## src/rms_pkg.sv

```systemverilog
/*
 * Shared constants and types for the reset and mode select block:
 * reset pin drive length, debug link bit timing, reset cause layout
 * and the reset sequencer states.
 * Assumes a single bus clock of 25 MHz; all counts are in bus cycles.
 */
package rms_pkg;

    // Reset pin is held low this many bus cycles on every reset
    localparam int         RST_DRIVE_CYCLES = 66;
    localparam logic [6:0] RST_DRIVE_LAST   = 7'(RST_DRIVE_CYCLES - 1);

    // Debug link bit timing, in debug clock (bus clock) cycles
    localparam int         BIT_CYCLES       = 16;
    localparam logic [3:0] BIT_LAST         = 4'(BIT_CYCLES - 1);
    localparam logic [3:0] RX_SAMPLE_CNT    = 4'hA;
    localparam logic [3:0] ZERO_LOW_LAST    = 4'hC;

    // Reset cause register layout
    localparam int         CAUSE_W          = 8;
    localparam int         CAUSE_POR        = 7;
    localparam int         CAUSE_PIN        = 6;
    localparam int         CAUSE_COP        = 5;
    localparam int         CAUSE_ILOP       = 4;
    localparam int         CAUSE_ILAD       = 3;
    localparam int         CAUSE_LVD        = 1;
    localparam int         CAUSE_FORCED     = 0;
    localparam logic [7:0] CAUSE_RESET      = 8'h80;

    // Sequencer states, Gray coded along drive, wait, sample, run
    typedef enum logic [1:0] {
        ST_DRIVE  = 2'h0,
        ST_WAIT   = 2'h1,
        ST_SAMPLE = 2'h3,
        ST_RUN    = 2'h2
    } rms_state_t;

endpackage : rms_pkg

```

## src/rms_bit_timer.sv

```systemverilog
/*
 * Bit timer of the single-wire debug link: detects the host's falling
 * edge, times a 16-cycle bit, samples received data, stretches a zero
 * when transmitting and ends it with an active-high speedup pulse.
 * Assumes pin_i is synchronous to clk_i and the host starts each bit.
 */
module rms_bit_timer (
    input  wire logic clk_i,      // Debug clock, equal to bus clock
    input  wire logic arst_n_i,   // Asynchronous reset, active low
    input  wire logic enable_i,   // Link may start a new bit
    input  wire logic pin_i,      // Debug pin level
    input  wire logic tx_valid_i, // A bit is offered for sending
    input  wire logic tx_bit_i,   // Bit value to send
    output logic      tx_taken_o, // Offered bit taken this cycle
    output logic      rx_valid_o, // Received bit strobe
    output logic      rx_bit_o,   // Received bit value
    output logic      busy_o,     // Bit time in progress
    output logic      pin_o,      // Pin drive level
    output logic      pin_oe_o    // Pin drive enable
);

    logic       pin_prev;
    logic       active;
    logic [3:0] cnt;
    logic       drive_low;
    logic       speedup;
    logic       start;

    assign start      = enable_i && !active && pin_prev && !pin_i;
    assign tx_taken_o = start && tx_valid_i;
    assign busy_o     = active;
    assign pin_o      = speedup;
    assign pin_oe_o   = drive_low || speedup;

    always_ff @(posedge clk_i or negedge arst_n_i)
    begin
        if (!arst_n_i)
            pin_prev <= 1'b1;
        else
            pin_prev <= pin_i;
    end

    // Counter advances on every debug clock edge of a bit time, at full bus rate
    always_ff @(posedge clk_i or negedge arst_n_i)
    begin
        if (!arst_n_i)
        begin
            active <= 1'b0;
            cnt    <= 4'h0;
        end
        else if (start)
        begin
            active <= 1'b1;
            cnt    <= 4'h0;
        end
        else if (active)
        begin
            if (cnt == rms_pkg::BIT_LAST)
                active <= 1'b0;
            cnt <= cnt + 4'h1;
        end
    end

    // Zero is held low past the host's short pulse, then driven high
    always_ff @(posedge clk_i or negedge arst_n_i)
    begin
        if (!arst_n_i)
            drive_low <= 1'b0;
        else if (start)
            drive_low <= tx_valid_i && !tx_bit_i;
        else if (active && cnt == rms_pkg::ZERO_LOW_LAST)
            drive_low <= 1'b0;
    end

    always_ff @(posedge clk_i or negedge arst_n_i)
    begin
        if (!arst_n_i)
            speedup <= 1'b0;
        else
            speedup <= active && drive_low
                       && cnt == rms_pkg::ZERO_LOW_LAST;
    end

    always_ff @(posedge clk_i or negedge arst_n_i)
    begin
        if (!arst_n_i)
        begin
            rx_valid_o <= 1'b0;
            rx_bit_o   <= 1'b0;
        end
        else
        begin
            rx_valid_o <= active && cnt == rms_pkg::RX_SAMPLE_CNT;
            if (active && cnt == rms_pkg::RX_SAMPLE_CNT)
                rx_bit_o <= pin_i;
        end
    end
endmodule : rms_bit_timer

```

## src/rms_reset_mode.sv

```systemverilog
/*
 * Reset pin and mode select sequencer: drives the open-drain reset pin
 * on every reset, records the cause, samples the debug/mode pin at the
 * end of power-on or debug forced reset and then hands the pin to the
 * debug link bit timer.
 * Assumes arst_n_i is the power-on reset and the internal reset sources
 * arrive as synchronous pulses or levels on the bus clock.
 */
// Function
// - Reset pin reset always ends in user mode
// - Debug mode via low mode pin at reset
// - Internal clock generator selected after any reset
// - Reset pin open drain with pull-up
// - External low on reset pin resets device
// - Reset pin driven low 66 bus cycles
// - Reset cause decoded into cause register
// - Mode pin sampled on power-on or forced reset
// - After reset mode pin becomes debug link
// - Debug mode pin has internal pull-up
// - High mode pin gives normal run mode
// - Each debug link bit lasts 16 cycles
// - Bit timing runs at full bus rate
// - Active-high speedup pulses on debug pin
module rms_reset_mode (
    input  wire logic       ref_clk_i,               // Bus clock
    input  wire logic       arst_n_i,                // Power-on reset
    input  wire logic       reset_pin_i,             // Reset pin level
    output logic            reset_pin_o,             // Reset pin drive
    output logic            reset_pin_oe_o,          // Reset pin enable
    output logic            reset_pin_pu_o,          // Reset pull-up on
    input  wire logic       lvd_rst_i,               // Low voltage reset
    input  wire logic       cop_rst_i,               // Watchdog reset
    input  wire logic       ilop_rst_i,              // Illegal opcode
    input  wire logic       ilad_rst_i,              // Illegal address
    input  wire logic       debug_force_reset_bit_i, // Forced reset write
    input  wire logic       ext_clk_sel_i,           // Use external osc
    input  wire logic       debug_mode_pin_i,        // Debug pin level
    output logic            debug_mode_pin_o,        // Debug pin drive
    output logic            debug_mode_pin_oe_o,     // Debug pin enable
    output logic            debug_mode_pin_pu_o,     // Debug pull-up on
    input  wire logic       link_tx_valid_i,         // Bit to send
    input  wire logic       link_tx_bit_i,           // Value to send
    output logic            link_tx_taken_o,         // Bit taken
    output logic            link_rx_valid_o,         // Bit received
    output logic            link_rx_bit_o,           // Received value
    output logic            link_busy_o,             // Bit in progress
    output logic            sys_rst_n_o,             // Internal reset
    output logic            background_debug_mode_o, // Debug mode
    output logic            run_mode_o,              // Normal run mode
    output logic            clk_src_internal_o,      // Internal clock
    output logic [7:0]      reset_cause_register_o   // Reset cause
);

    logic                rst_pin_meta;
    logic                rst_pin_sync;
    rms_pkg::rms_state_t state;
    rms_pkg::rms_state_t next_state;
    logic [6:0]          drive_cnt;
    logic [7:0]          next_cause;
    logic                reset_req;
    logic                mode_sample_en;
    logic                dbg_mode;
    logic                clk_int;
    logic                link_pin_o;
    logic                link_pin_oe;

    // Pin reset wins, then internal sources, then the forced reset
    function automatic logic [7:0] rms_cause_decode(
        input logic pin_low,
        input logic lvd,
        input logic cop,
        input logic ilop,
        input logic ilad,
        input logic forced
    );
        logic [7:0] c;
        c = 8'h00;
        if (pin_low)
            c[rms_pkg::CAUSE_PIN] = 1'b1;
        else if (lvd)
            c[rms_pkg::CAUSE_LVD] = 1'b1;
        else if (cop)
            c[rms_pkg::CAUSE_COP] = 1'b1;
        else if (ilop)
            c[rms_pkg::CAUSE_ILOP] = 1'b1;
        else if (ilad)
            c[rms_pkg::CAUSE_ILAD] = 1'b1;
        else if (forced)
            c[rms_pkg::CAUSE_FORCED] = 1'b1;
        return c;
    endfunction : rms_cause_decode

    // Two-stage synchroniser on the reset pin
    always_ff @(posedge ref_clk_i or negedge arst_n_i)
    begin
        if (!arst_n_i)
        begin
            rst_pin_meta <= 1'b1;
            rst_pin_sync <= 1'b1;
        end
        else
        begin
            rst_pin_meta <= reset_pin_i;
            rst_pin_sync <= rst_pin_meta;
        end
    end

    assign next_cause = rms_cause_decode(!rst_pin_sync, lvd_rst_i,
                                         cop_rst_i, ilop_rst_i,
                                         ilad_rst_i,
                                         debug_force_reset_bit_i);
    assign reset_req  = (state == rms_pkg::ST_RUN)
                        && (next_cause != 8'h00);

    always_comb
    begin
        next_state = state;
        case (state)
            rms_pkg::ST_DRIVE:
                if (drive_cnt == rms_pkg::RST_DRIVE_LAST)
                    next_state = rms_pkg::ST_WAIT;
            rms_pkg::ST_WAIT:
                // An external hold on the pin stretches the reset
                if (rst_pin_sync)
                    next_state = rms_pkg::ST_SAMPLE;
            rms_pkg::ST_SAMPLE:
                next_state = rms_pkg::ST_RUN;
            rms_pkg::ST_RUN:
                if (reset_req)
                    next_state = rms_pkg::ST_DRIVE;
            default:
                next_state = rms_pkg::ST_DRIVE;
        endcase
    end

    always_ff @(posedge ref_clk_i or negedge arst_n_i)
    begin
        if (!arst_n_i)
            state <= rms_pkg::ST_DRIVE;
        else
            state <= next_state;
    end

    always_ff @(posedge ref_clk_i or negedge arst_n_i)
    begin
        if (!arst_n_i)
            drive_cnt <= 7'h00;
        else if (state != rms_pkg::ST_DRIVE)
            drive_cnt <= 7'h00;
        else
            drive_cnt <= drive_cnt + 7'h01;
    end

    // Cause register: power-on at reset, replaced on each later reset
    always_ff @(posedge ref_clk_i or negedge arst_n_i)
    begin
        if (!arst_n_i)
            reset_cause_register_o <= rms_pkg::CAUSE_RESET;
        else if (reset_req)
            reset_cause_register_o <= next_cause;
    end

    // Only power-on and forced resets look at the mode pin
    always_ff @(posedge ref_clk_i or negedge arst_n_i)
    begin
        if (!arst_n_i)
            mode_sample_en <= 1'b1;
        else if (reset_req)
            mode_sample_en <= next_cause[rms_pkg::CAUSE_FORCED];
    end

    // Mode taken as the internal reset releases
    always_ff @(posedge ref_clk_i or negedge arst_n_i)
    begin
        if (!arst_n_i)
            dbg_mode <= 1'b0;
        else if (reset_req)
            dbg_mode <= 1'b0;
        else if (state == rms_pkg::ST_SAMPLE)
            dbg_mode <= mode_sample_en && !debug_mode_pin_i;
    end

    always_ff @(posedge ref_clk_i or negedge arst_n_i)
    begin
        if (!arst_n_i)
            clk_int <= 1'b1;
        else if (state != rms_pkg::ST_RUN || reset_req)
            clk_int <= 1'b1;
        else
            clk_int <= !ext_clk_sel_i;
    end

    assign sys_rst_n_o             = (state == rms_pkg::ST_RUN);
    assign background_debug_mode_o = dbg_mode;
    assign run_mode_o              = sys_rst_n_o && !dbg_mode;
    assign clk_src_internal_o      = clk_int;
    assign reset_pin_o             = 1'b0;
    assign reset_pin_oe_o          = (state == rms_pkg::ST_DRIVE);
    assign reset_pin_pu_o          = 1'b1;
    assign debug_mode_pin_pu_o     = 1'b1;
    assign debug_mode_pin_o        = link_pin_o;
    assign debug_mode_pin_oe_o     = link_pin_oe && sys_rst_n_o;

    rms_bit_timer u_bit_timer (
        .clk_i      (ref_clk_i),
        .arst_n_i   (arst_n_i),
        .enable_i   (sys_rst_n_o),
        .pin_i      (debug_mode_pin_i),
        .tx_valid_i (link_tx_valid_i),
        .tx_bit_i   (link_tx_bit_i),
        .tx_taken_o (link_tx_taken_o),
        .rx_valid_o (link_rx_valid_o),
        .rx_bit_o   (link_rx_bit_o),
        .busy_o     (link_busy_o),
        .pin_o      (link_pin_o),
        .pin_oe_o   (link_pin_oe)
    );

    // Consecutive cycles of reset pin drive, for checking only
    logic [7:0] oe_run;

    always_ff @(posedge ref_clk_i or negedge arst_n_i)
    begin
        if (!arst_n_i)
            oe_run <= 8'h00;
        else if (reset_pin_oe_o)
            oe_run <= oe_run + 8'h01;
        else
            oe_run <= 8'h00;
    end
endmodule : rms_reset_mode

```

## config.mk

```make
export PLATFORM = sky130hd
export DESIGN_NAME = rms_reset_mode
export DESIGN_NICKNAME = d
export VERILOG_FILES = /design/src/rms_pkg.sv /design/src/rms_bit_timer.sv /design/src/rms_reset_mode.sv
export SDC_FILE = /design/constraint.sdc
export NUM_CORES = 1
export LEC_CHECK = 0
export ABC_AREA = 0
export BUFFER_PORTS_ARGS = -buffer_cell sky130_fd_sc_hd__buf_4
export CAP_MARGIN = 20
export CORE_UTILIZATION = 41
export DETAILED_ROUTE_END_ITERATION = 10
export PLACE_DENSITY = 0.66
export SYNTH_ARGS = -nofsm -noshare
export SYNTH_HDL_FRONTEND = slang
export SYNTH_HIERARCHICAL = 1
export SYNTH_SLANG_ARGS = --single-unit
```

## constraint.sdc

```tcl
create_clock -name ref_clk_i -period 1.65 [get_ports ref_clk_i]
set_input_delay 0.165 -clock ref_clk_i [delete_from_list [all_inputs] [get_ports ref_clk_i]]
set_output_delay 0.165 -clock ref_clk_i [all_outputs]
set_load 0.01 [all_outputs]
```

==> results of run 1 <==
==> logic make-up (layout without fill, tap and decap cells) <==
logic type	Yosys count	in the layout	synth area share, %
xor+xnor	5	5	3.11
simple gates	41	41	16.4
fa+ha+maj	5	5	4.44
flops	31	31	55.6
other cells	2	4	0.534
mux	2	2	1.60
buf+inv	15	55	6.04
compound gates	22	22	12.2
==> layer usage <==
layer	vias to the layer above	global-route usage, %
met3	4	5.12
met2	39	24.0
met4	0	5.84
met1	482	19.0
met5	-	0
li1	498	-
==> what timing repair did <==
item	in CTS	in global routing
hold endpoints to repair	28	0
hold buffers	4	0
cloned	0	0
endpoints found under the setup margin	1	10
gates resized for setup	1	6
setup buffers	2	1
pin swaps	1	1
==> layout make-up <==
| type | instances | area, um^2 | area share [%] |
|---|---|---|---|
| Clock buffer | 8 | 68.8 | 3.80 |
| Inverter | 6 | 22.5 | 1.24 |
| Multi-Input combinational cell | 79 | 563 | 31.1 |
| Sequential cell | 31 | 783 | 43.3 |
| Tap cell | 44 | 55.1 | 3.04 |
| Timing Repair Buffer | 41 | 318 | 17.6 |
==> sequential cells by signal, indices dropped and copies added (netlist names) <==
register	cells
rst_pin_sync	1
background_debug_mode_o	1
u_bit_timer/rx_valid_o	1
state	2
drive_cnt	7
u_bit_timer/pin_o	1
rst_pin_meta	1
reset_cause_register_o	7
u_bit_timer/rx_bit_o	1
u_bit_timer/busy_o	1
clk_src_internal_o	1
u_bit_timer/cnt	4
mode_sample_en	1
u_bit_timer/drive_low	1
u_bit_timer/pin_prev	1
==> worst max-delay path: stages <==
cell	delay (ns)
dlygate4sd3_1	0.53
buf_4	0.15
and4bb_2	0.31
and2_4	0.14
buf_4	0.11
==> final timing paths <==
path / end / slack, ns / cells after the start
setup / recovery: link_tx_taken_o / 0.07 / 5
hold / removal: reset_cause_register_o[1] / 0.10 / 2
setup reg to reg: reset_cause_register_o[4] / 0.11 / 3
hold reg to reg: rst_pin_sync / 0.36 / 0
max in group asynchronous: u_bit_timer/pin_prev / 1.02 / 2
min in group asynchronous: drive_cnt[5] / 0.31 / 2
==> per-stage QoR <==
stage          setup WS (ns)  util (%)  instance area (um^2)
2_1_floorplan         0.0694         -                  1420
3_3_place_gp          0.0652      52.7                  1660
3_5_place_dp          0.0377      52.7                  1660
4_1_cts              0.00796      56.7                  1790
5_1_grt              0.00178      57.4                  1810
6_report              0.0732      57.4                  1810
==> layout by cell type, fill, tap and decap left out, types with 2 or more instances in the layout <==
| master | synthesis | final |
|---|---|---|
| buf_4 | 5 | 37 |
| dfrtp_1 | 25 | 25 |
| nor2_1 | 10 | 10 |
| nand2_1 | 6 | 6 |
| dfstp_2 | 6 | 6 |
| inv_1 | 6 | 5 |
| ha_1 | 5 | 5 |
| clkbuf_4 | 0 | 5 |
| nand3_1 | 4 | 4 |
| xor2_1 | 4 | 4 |
| conb_1 | 2 | 4 |
| dlygate4sd3_1 | 0 | 4 |
| o21ai_0 | 4 | 3 |
| a21oi_1 | 3 | 3 |
| and2_1 | 4 | 3 |
| a32o_1 | 3 | 3 |
| or3_1 | 2 | 2 |
| o21ai_1 | 1 | 2 |
| o21a_1 | 2 | 2 |
| and4b_1 | 2 | 2 |
| a21o_1 | 2 | 2 |
| o2bb2ai_1 | 2 | 2 |
| clkbuf_8 | 0 | 2 |
| nand4_1 | 2 | 2 |
| mux2_2 | 2 | 2 |
==> power groups by stage <==
stage	Clock (uW)	Combinational [uW]	Sequential, uW
finish	486	61.4	767
global route	533	68.3	768
CTS	505	61.5	767
detailed placement	0	54.1	782
global placement	0	53.7	782
floorplan	0	16.9	782
==> flow_metrics.env, run 1 <==
export IMPL_status="finished, final reports clean"
export IMPL_drt_iter0_markers=47
export IMPL_synth_area_leaders="dfrtp_1 (44%), dfstp_2 (11%), ha_1 (4.4%), buf_4 (2.7%), nor2_1 (2.7%)"
export IMPL_grt_usage_pct=15.1
export IMPL_h_tree_depth=2
export IMPL_fillers=293
export IMPL_yosysSeqAreaShare_pct=55.6
export IMPL_hold_class="input pin to register"
export IMPL_whs_ns=0.104
export IMPL_grt_pass1_vias=902
export IMPL_clock_latency_ns=0.32
export IMPL_final_max_slew_viol_count=0
export IMPL_met2WireLength_um=1170
export IMPL_root_buffer="clkbuf_4"
export IMPL_clock_sinks=31
export IMPL_top_layer_used="met4"
export IMPL_max_freq_mhz=634
export IMPL_crit_arrival_ns=1.41
export IMPL_wl_um=2480
export IMPL_critPathMaxFanout=4
export IMPL_power_total_uw=1310
export IMPL_syn_area_per_cell_um2=11.4
export IMPL_grt_first_pass_wirelength_um=3980
export IMPL_synthToLayoutAreaGrowth_pct=28.6
export IMPL_tns_ns=0
export IMPL_swShare_pct=20.5
export IMPL_setup_worst_path_start="debug_mode_pin_i"
export IMPL_drt_met1_wl_um=1110
export IMPL_die_area_um2=3670
export IMPL_vdd_ir_drop_max_mv=0.305
export IMPL_critPathLaunchType="input pin"
export IMPL_synth_ff_type="dfrtp_1"
export IMPL_cts_tree="built"
export IMPL_drive_gt1_share_pct=38.2
export IMPL_wl_per_cell_um=11.9
export IMPL_die_x_um=60.6
export IMPL_leakagePower_uw=0.000875
export IMPL_dr_wl_met3_um=172
export IMPL_power_internal_uw=1050
export IMPL_power_switching_uw=270
export IMPL_numCtsBuffers=5
export IMPL_antenna_found_initial=0
export IMPL_yosys_area_top_type_share_pct=44.4
export IMPL_final_nets=181
export IMPL_drcViolationCount=0
export IMPL_cp_end_kind="primary output"
export IMPL_num_vias=1023
export IMPL_dr_pass1_iters=5
export IMPL_fin_crit_sh_pct=95.6
export IMPL_cts_clk_slew_worst_paths_ns=0.09
export IMPL_num_rows=20
export IMPL_ys_ff_latch=31
export IMPL_rsz0062_at_grt="false"
export IMPL_crit_type="input pin to primary output"
export IMPL_hp_start="lvd_rst_i"
export IMPL_synth_warnings=6
export IMPL_yosysMostFrequentCell="dfrtp_1"
export IMPL_hold_viol=0
export IMPL_synthCells=123
export IMPL_setup_viol=0
export IMPL_p_comb_share_pct=4.7
export IMPL_grt_overflow=0
export IMPL_synthArstFlopShare_pct=100
export IMPL_synth_common_cells="dfrtp_1 (25), nor2_1 (10), dfstp_2 (6), inv_1 (6), nand2_1 (6)"
export IMPL_antenna_cells=0
export IMPL_critical_path_required_ns=1.48
export IMPL_avgViaCountPerCell=4.89
export IMPL_ys_types=41
export IMPL_p_seq_share_pct=58.3
export IMPL_start_util_pct=44.6
export IMPL_synth_edf_count=0
export IMPL_syn_cell_area_um2=1410
export IMPL_yosys_area_top_type="dfrtp_1"
export IMPL_ant_nets=0
export IMPL_grt_start_max_net_pins=32
export IMPL_power_frac_clock_pct=37.0
export IMPL_die_h_um=60.6
export IMPL_hpwl_um=1780
export IMPL_clock_skew_ns=0.00916
export IMPL_fin_crit_ns=1.58
export IMPL_portBuffers=29
export IMPL_final_cells=209
export IMPL_core_area_um2=3150
export IMPL_globalplace_congestion=0.724
export IMPL_drv_cap=0
export IMPL_power_density_nw_per_um2=726
export IMPL_place_inst=194
export IMPL_r2r_start="rst_pin_sync"
export IMPL_cts_buffer_depth=2
export IMPL_io_pins=34
Note: power is estimated with default switching activity, not from simulation.
==> run 2: changes to the inputs <==
--- a/config.mk
+++ b/config.mk
@@ -9,8 +9,10 @@
 export BUFFER_PORTS_ARGS = -buffer_cell sky130_fd_sc_hd__buf_4
 export CAP_MARGIN = 20
 export CORE_UTILIZATION = 41
+export CTS_CLUSTER_SIZE = 20
 export DETAILED_ROUTE_END_ITERATION = 10
 export PLACE_DENSITY = 0.66
+export RECOVER_POWER = 50
 export SYNTH_ARGS = -nofsm -noshare
 export SYNTH_HDL_FRONTEND = slang
 export SYNTH_HIERARCHICAL = 1
==> flow_metrics.env, run 2 (synthesis gave the netlist of run 1 again) <==
export IMPL_status="finished, final reports clean"
export IMPL_tns_ns=0
export IMPL_power_switching_uw=272
export IMPL_hold_viol=0
export IMPL_core_area_um2=3150
export IMPL_critical_path_required_ns=1.48
export IMPL_antenna_found_initial=0
export IMPL_antenna_cells=0
export IMPL_cts_tree="built"
export IMPL_timing_critical_path_cells="dlygate4sd3_1 > clkbuf_1 > and4bb_2 > and2_4 > buf_4"
export IMPL_p_comb_share_pct=4.5
export IMPL_max_freq_mhz=627
export IMPL_grt_start_max_net_pins=32
export IMPL_hpwl_um=1780
export IMPL_clock_sinks=31
export IMPL_die_x_um=60.6
export IMPL_final_nets=181
export IMPL_synthToLayoutAreaGrowth_pct=27.1
export IMPL_die_area_um2=3670
export IMPL_setup_viol=0
export IMPL_drcViolationCount=0
export IMPL_clock_latency_ns=0.32
export IMPL_cts_buffer_depth=2
export IMPL_crit_type="input pin to primary output"
export IMPL_portBuffers=29
export IMPL_final_max_slew_viol_count=0
export IMPL_power_internal_uw=1040
export IMPL_critPathLaunchType="input pin"
export IMPL_grt_usage_pct=15.1
export IMPL_leakagePower_uw=0.000853
export IMPL_num_vias=1010
export IMPL_io_pins=34
export IMPL_critPathMaxFanout=4
export IMPL_layout_common_cells="buf_4 (30), dfrtp_1 (25), nor2_1 (10)"
export IMPL_vdd_ir_drop_max_mv=0.305
export IMPL_h_tree_depth=2
export IMPL_clock_skew_ns=0.0120
export IMPL_ant_nets=0
export IMPL_drive_gt1_share_pct=35.2
export IMPL_drv_cap=0
export IMPL_crit_arrival_ns=1.43
export IMPL_rsz0062_at_grt="false"
export IMPL_fin_crit_ns=1.59
export IMPL_fin_crit_sh_pct=96.6
export IMPL_cts_clk_slew_worst_paths_ns=0.10
export IMPL_wl_um=2490
export IMPL_critical_path_top_delay_family="buffers and inverters"
export IMPL_swShare_pct=20.7
export IMPL_wl_per_cell_um=11.9
export IMPL_grt_overflow=0
export IMPL_avgViaCountPerCell=4.83
export IMPL_power_total_uw=1310
export IMPL_grt_first_pass_wirelength_um=3980
export IMPL_dr_pass1_iters=4
export IMPL_cpPeakStageDelay_ns=0.52
export IMPL_drt_iter0_markers=37
export IMPL_cp_end_kind="primary output"
export IMPL_num_rows=20
export IMPL_power_frac_clock_pct=37.2
export IMPL_slew_headroom_pct=50.8
export IMPL_numCtsBuffers=5
export IMPL_slowest_stage="dlygate4sd3_1"
export IMPL_start_util_pct=44.6
export IMPL_root_buffer="clkbuf_4"
export IMPL_reg_top3="drive_cnt: 7 flops, reset_cause_register_o: 7 flops, u_bit_timer/cnt: 4 flops"
export IMPL_power_density_nw_per_um2=735
export IMPL_hold_class="input pin to register"
export IMPL_grt_pass1_vias=902
export IMPL_globalplace_congestion=0.724
export IMPL_p_seq_share_pct=58.3
export IMPL_worst_pin_slew_ns=0.738
export IMPL_crit_buf_inv=3
export IMPL_die_h_um=60.6
export IMPL_mostFrequentLayoutCell="buf_4"
-- run 2: stage by stage --
step	hold slack, ns	cells	utilization, %	worst slack [ns]	cell area (um^2)
floorplan	-0.131	125	-	0.0694	1420
global placement	0.112	194	52.7	0.0652	1660
detailed placement	0.116	194	52.7	0.0377	1660
CTS	0.0884	208	56.7	0.00796	1790
global route	0.101	209	56.7	0.00178	1790
finish	0.101	209	56.7	0.0554	1790
-- run 2: path summary, 6_finish.rpt --
check	depth (start not counted)	slack [ns]	from	endpoint
setup / recovery	5	0.06	debug_mode_pin_i	link_tx_taken_o
hold / removal	2	0.10	lvd_rst_i	reset_cause_register_o[1]
setup reg to reg	3	0.11	rst_pin_sync	reset_cause_register_o[4]
hold reg to reg	0	0.36	rst_pin_meta	rst_pin_sync
max in group asynchronous	2	0.74	arst_n_i	u_bit_timer/busy_o
min in group asynchronous	2	0.44	arst_n_i	state[1]
-- run 2: timing repair --
| action | in CTS | in global routing |
|---|---|---|
| hold buffers | 4 | 0 |
| pin swaps | 1 | 1 |
| endpoints found under the hold margin | 28 | 0 |
| gates resized for setup | 1 | 6 |
| endpoints found under the setup margin | 1 | 10 |
| setup buffers | 2 | 1 |
-- run 2: power by group through the flow --
stage,Clock (uW),Combinational [uW],Sequential (uW)
6_report,489,59.2,767
5_1_grt,533,66.1,768
4_1_cts,505,61.5,767
3_5_place_dp,0,54.1,782
3_3_place_gp,0,53.7,782
2_1_floorplan,0,16.9,782
-- run 2: per-layer routing --
layer	global-route usage, %	vias up	wire length, um
met5	0	-	0
met2	24.0	33	1160
met1	19.0	475	1150
met3	5.12	4	153
li1	-	498	-
met4	5.84	0	23
-- run 2: area by class of cell --
type	count	area [um^2]
fillers	300	1360
flip-flops and latches	31	783
multi-input cells	79	563
repair buffers	41	297
clock buffers	8	68.8
well taps	44	55.1
inverters	6	22.5
==> run 3: changes to the inputs <==
--- a/config.mk
+++ b/config.mk
@@ -6,12 +6,11 @@
 export NUM_CORES = 1
 export LEC_CHECK = 0
 export ABC_AREA = 0
-export BUFFER_PORTS_ARGS = -buffer_cell sky130_fd_sc_hd__buf_4
 export CAP_MARGIN = 20
 export CORE_UTILIZATION = 41
 export CTS_CLUSTER_SIZE = 20
 export DETAILED_ROUTE_END_ITERATION = 10
-export PLACE_DENSITY = 0.66
+export DONT_BUFFER_PORTS = 1
 export RECOVER_POWER = 50
 export SYNTH_ARGS = -nofsm -noshare
 export SYNTH_HDL_FRONTEND = slang
==> flow_metrics.env, run 3 (synthesis gave the netlist of run 1 again) <==
export IMPL_crit_type="register to register"
export IMPL_drt_met1_wl_um=1040
export IMPL_drv_cap=0
export IMPL_h_tree_depth=2
export IMPL_numCtsBuffers=5
export IMPL_die_x_um=60.6
export IMPL_hp_start="lvd_rst_i"
export IMPL_clock_latency_ns=0.32
export IMPL_slew_headroom_pct=50.4
export IMPL_dr_wl_met3_um=199
export IMPL_core_area_um2=3150
export IMPL_setup_worst_path_start="rst_pin_sync"
export IMPL_start_util_pct=44.6
export IMPL_synthToLayoutAreaGrowth_pct=13.3
export IMPL_tns_ns=0
export IMPL_mostFrequentLayoutCell="dfrtp_1"
export IMPL_antenna_cells=0
export IMPL_cts_clk_slew_worst_paths_ns=0.09
export IMPL_ant_nets=0
export IMPL_clock_skew_ns=0.00412
export IMPL_grt_start_max_net_pins=32
export IMPL_fin_crit_ns=1.56
export IMPL_max_freq_mhz=639
export IMPL_crit_buf_inv=0
export IMPL_critPathMaxFanout=6
export IMPL_crit_arrival_ns=1.82
export IMPL_drt_iter0_markers=49
export IMPL_root_buffer="clkbuf_4"
export IMPL_cts_tree="built"
export IMPL_io_pins=34
export IMPL_critical_path_top_delay_family="flip-flops"
export IMPL_final_nets=154
export IMPL_setup_viol=0
export IMPL_r2r_start="rst_pin_sync"
export IMPL_power_density_nw_per_um2=759
export IMPL_globalplace_congestion=0.789
export IMPL_avgViaCountPerCell=5.08
export IMPL_grt_overflow=0
export IMPL_num_vias=924
export IMPL_drcViolationCount=0
export IMPL_critical_path_required_ns=1.91
export IMPL_vdd_ir_drop_max_mv=0.378
export IMPL_grt_usage_pct=15.3
export IMPL_slowest_stage="dfstp_2"
export IMPL_cts_buffer_depth=2
export IMPL_layout_common_cells="dfrtp_1 (24), nor2_1 (10), dlygate4sd3_1 (8)"
export IMPL_rsz0062_at_grt="false"
export IMPL_clock_sinks=31
export IMPL_hpwl_um=1630
export IMPL_final_cell_area_um2=1600
export IMPL_cp_end_kind="register"
export IMPL_fin_crit_sh_pct=94.8
export IMPL_final_max_slew_viol_count=0
export IMPL_num_rows=20
export IMPL_grt_pass1_vias=953
export IMPL_hold_class="input pin to register"
export IMPL_placed_cell_area_um2=1440
export IMPL_grt_first_pass_wirelength_um=3950
export IMPL_drive_gt1_share_pct=22.5
export IMPL_wl_per_cell_um=13.6
export IMPL_final_util_pct=50.6
export IMPL_die_area_um2=3670
export IMPL_hold_viol=0
export IMPL_critPathLaunchType="register"
export IMPL_die_h_um=60.6
export IMPL_antenna_found_initial=0
export IMPL_leakagePower_uw=0.000726
export IMPL_top_layer_used="met4"
export IMPL_portBuffers=0
export IMPL_worst_pin_slew_ns=0.744
export IMPL_met2WireLength_um=1160
export IMPL_status="finished, final reports clean"
export IMPL_reg_top3="drive_cnt: 7 flops, reset_cause_register_o: 7 flops, u_bit_timer/cnt: 4 flops"
export IMPL_dr_pass1_iters=3
export IMPL_cpPeakStageDelay_ns=0.54
export IMPL_wl_um=2470
export IMPL_timing_critical_path_cells="or4b_4 > o31ai_4 > a32o_1"
[run 3: repair_timing]
item                                   CTS  global route
buffers inserted                         1             0
hold buffers                             9             0
setup endpoints to repair                1             8
endpoints found under the hold margin   38             0
pin swaps                                1             0
gates resized for setup                  1             4
[run 3: final cells by class]
cell class | instances | area (um^2)
Timing Repair Buffer | 14 | 123
Clock inverter | 1 | 5.00
Sequential cell | 31 | 785
Clock buffer | 7 | 45.0
Fill cell | 307 | 1560
Tap cell | 44 | 55.1
Multi-Input combinational cell | 79 | 561
Inverter | 6 | 22.5
[run 3: worst paths after layout]
check	endpoint	slack [ns]	depth (start not counted)
min in group asynchronous	u_bit_timer/drive_low	0.46	2
max reg2reg	reset_cause_register_o[1]	0.09	3
max in group asynchronous	state[0]	0.68	2
max	reset_cause_register_o[1]	0.09	3
min reg2reg	rst_pin_sync	0.36	0
min	reset_cause_register_o[1]	0.02	1
[run 3: power by group]
part	internal (uW)	leakage, uW	switching (uW)
sequential	766	0.000365	1.25
clock	166	0.0000293	234
combinational	19.1	0.000333	25.4
[run 3: metrics by stage]
step	setup slack [ns]	instances	power, uW	hold WS [ns]
CTS	0.000417	182	1240	0.00376
floorplan	0.0694	125	799	-0.131
detailed placement	0.0204	164	795	-0.130
finish	0.0858	182	1210	0.0154
global placement	0.0510	164	794	-0.130
global route	0.00848	182	1280	0.00704
[run 3: layer usage]
metal,global-route usage (%),up-vias
met5,0,-
met4,10.4,0
met3,6.61,8
met2,24.8,36
met1,16.1,439
li1,-,441
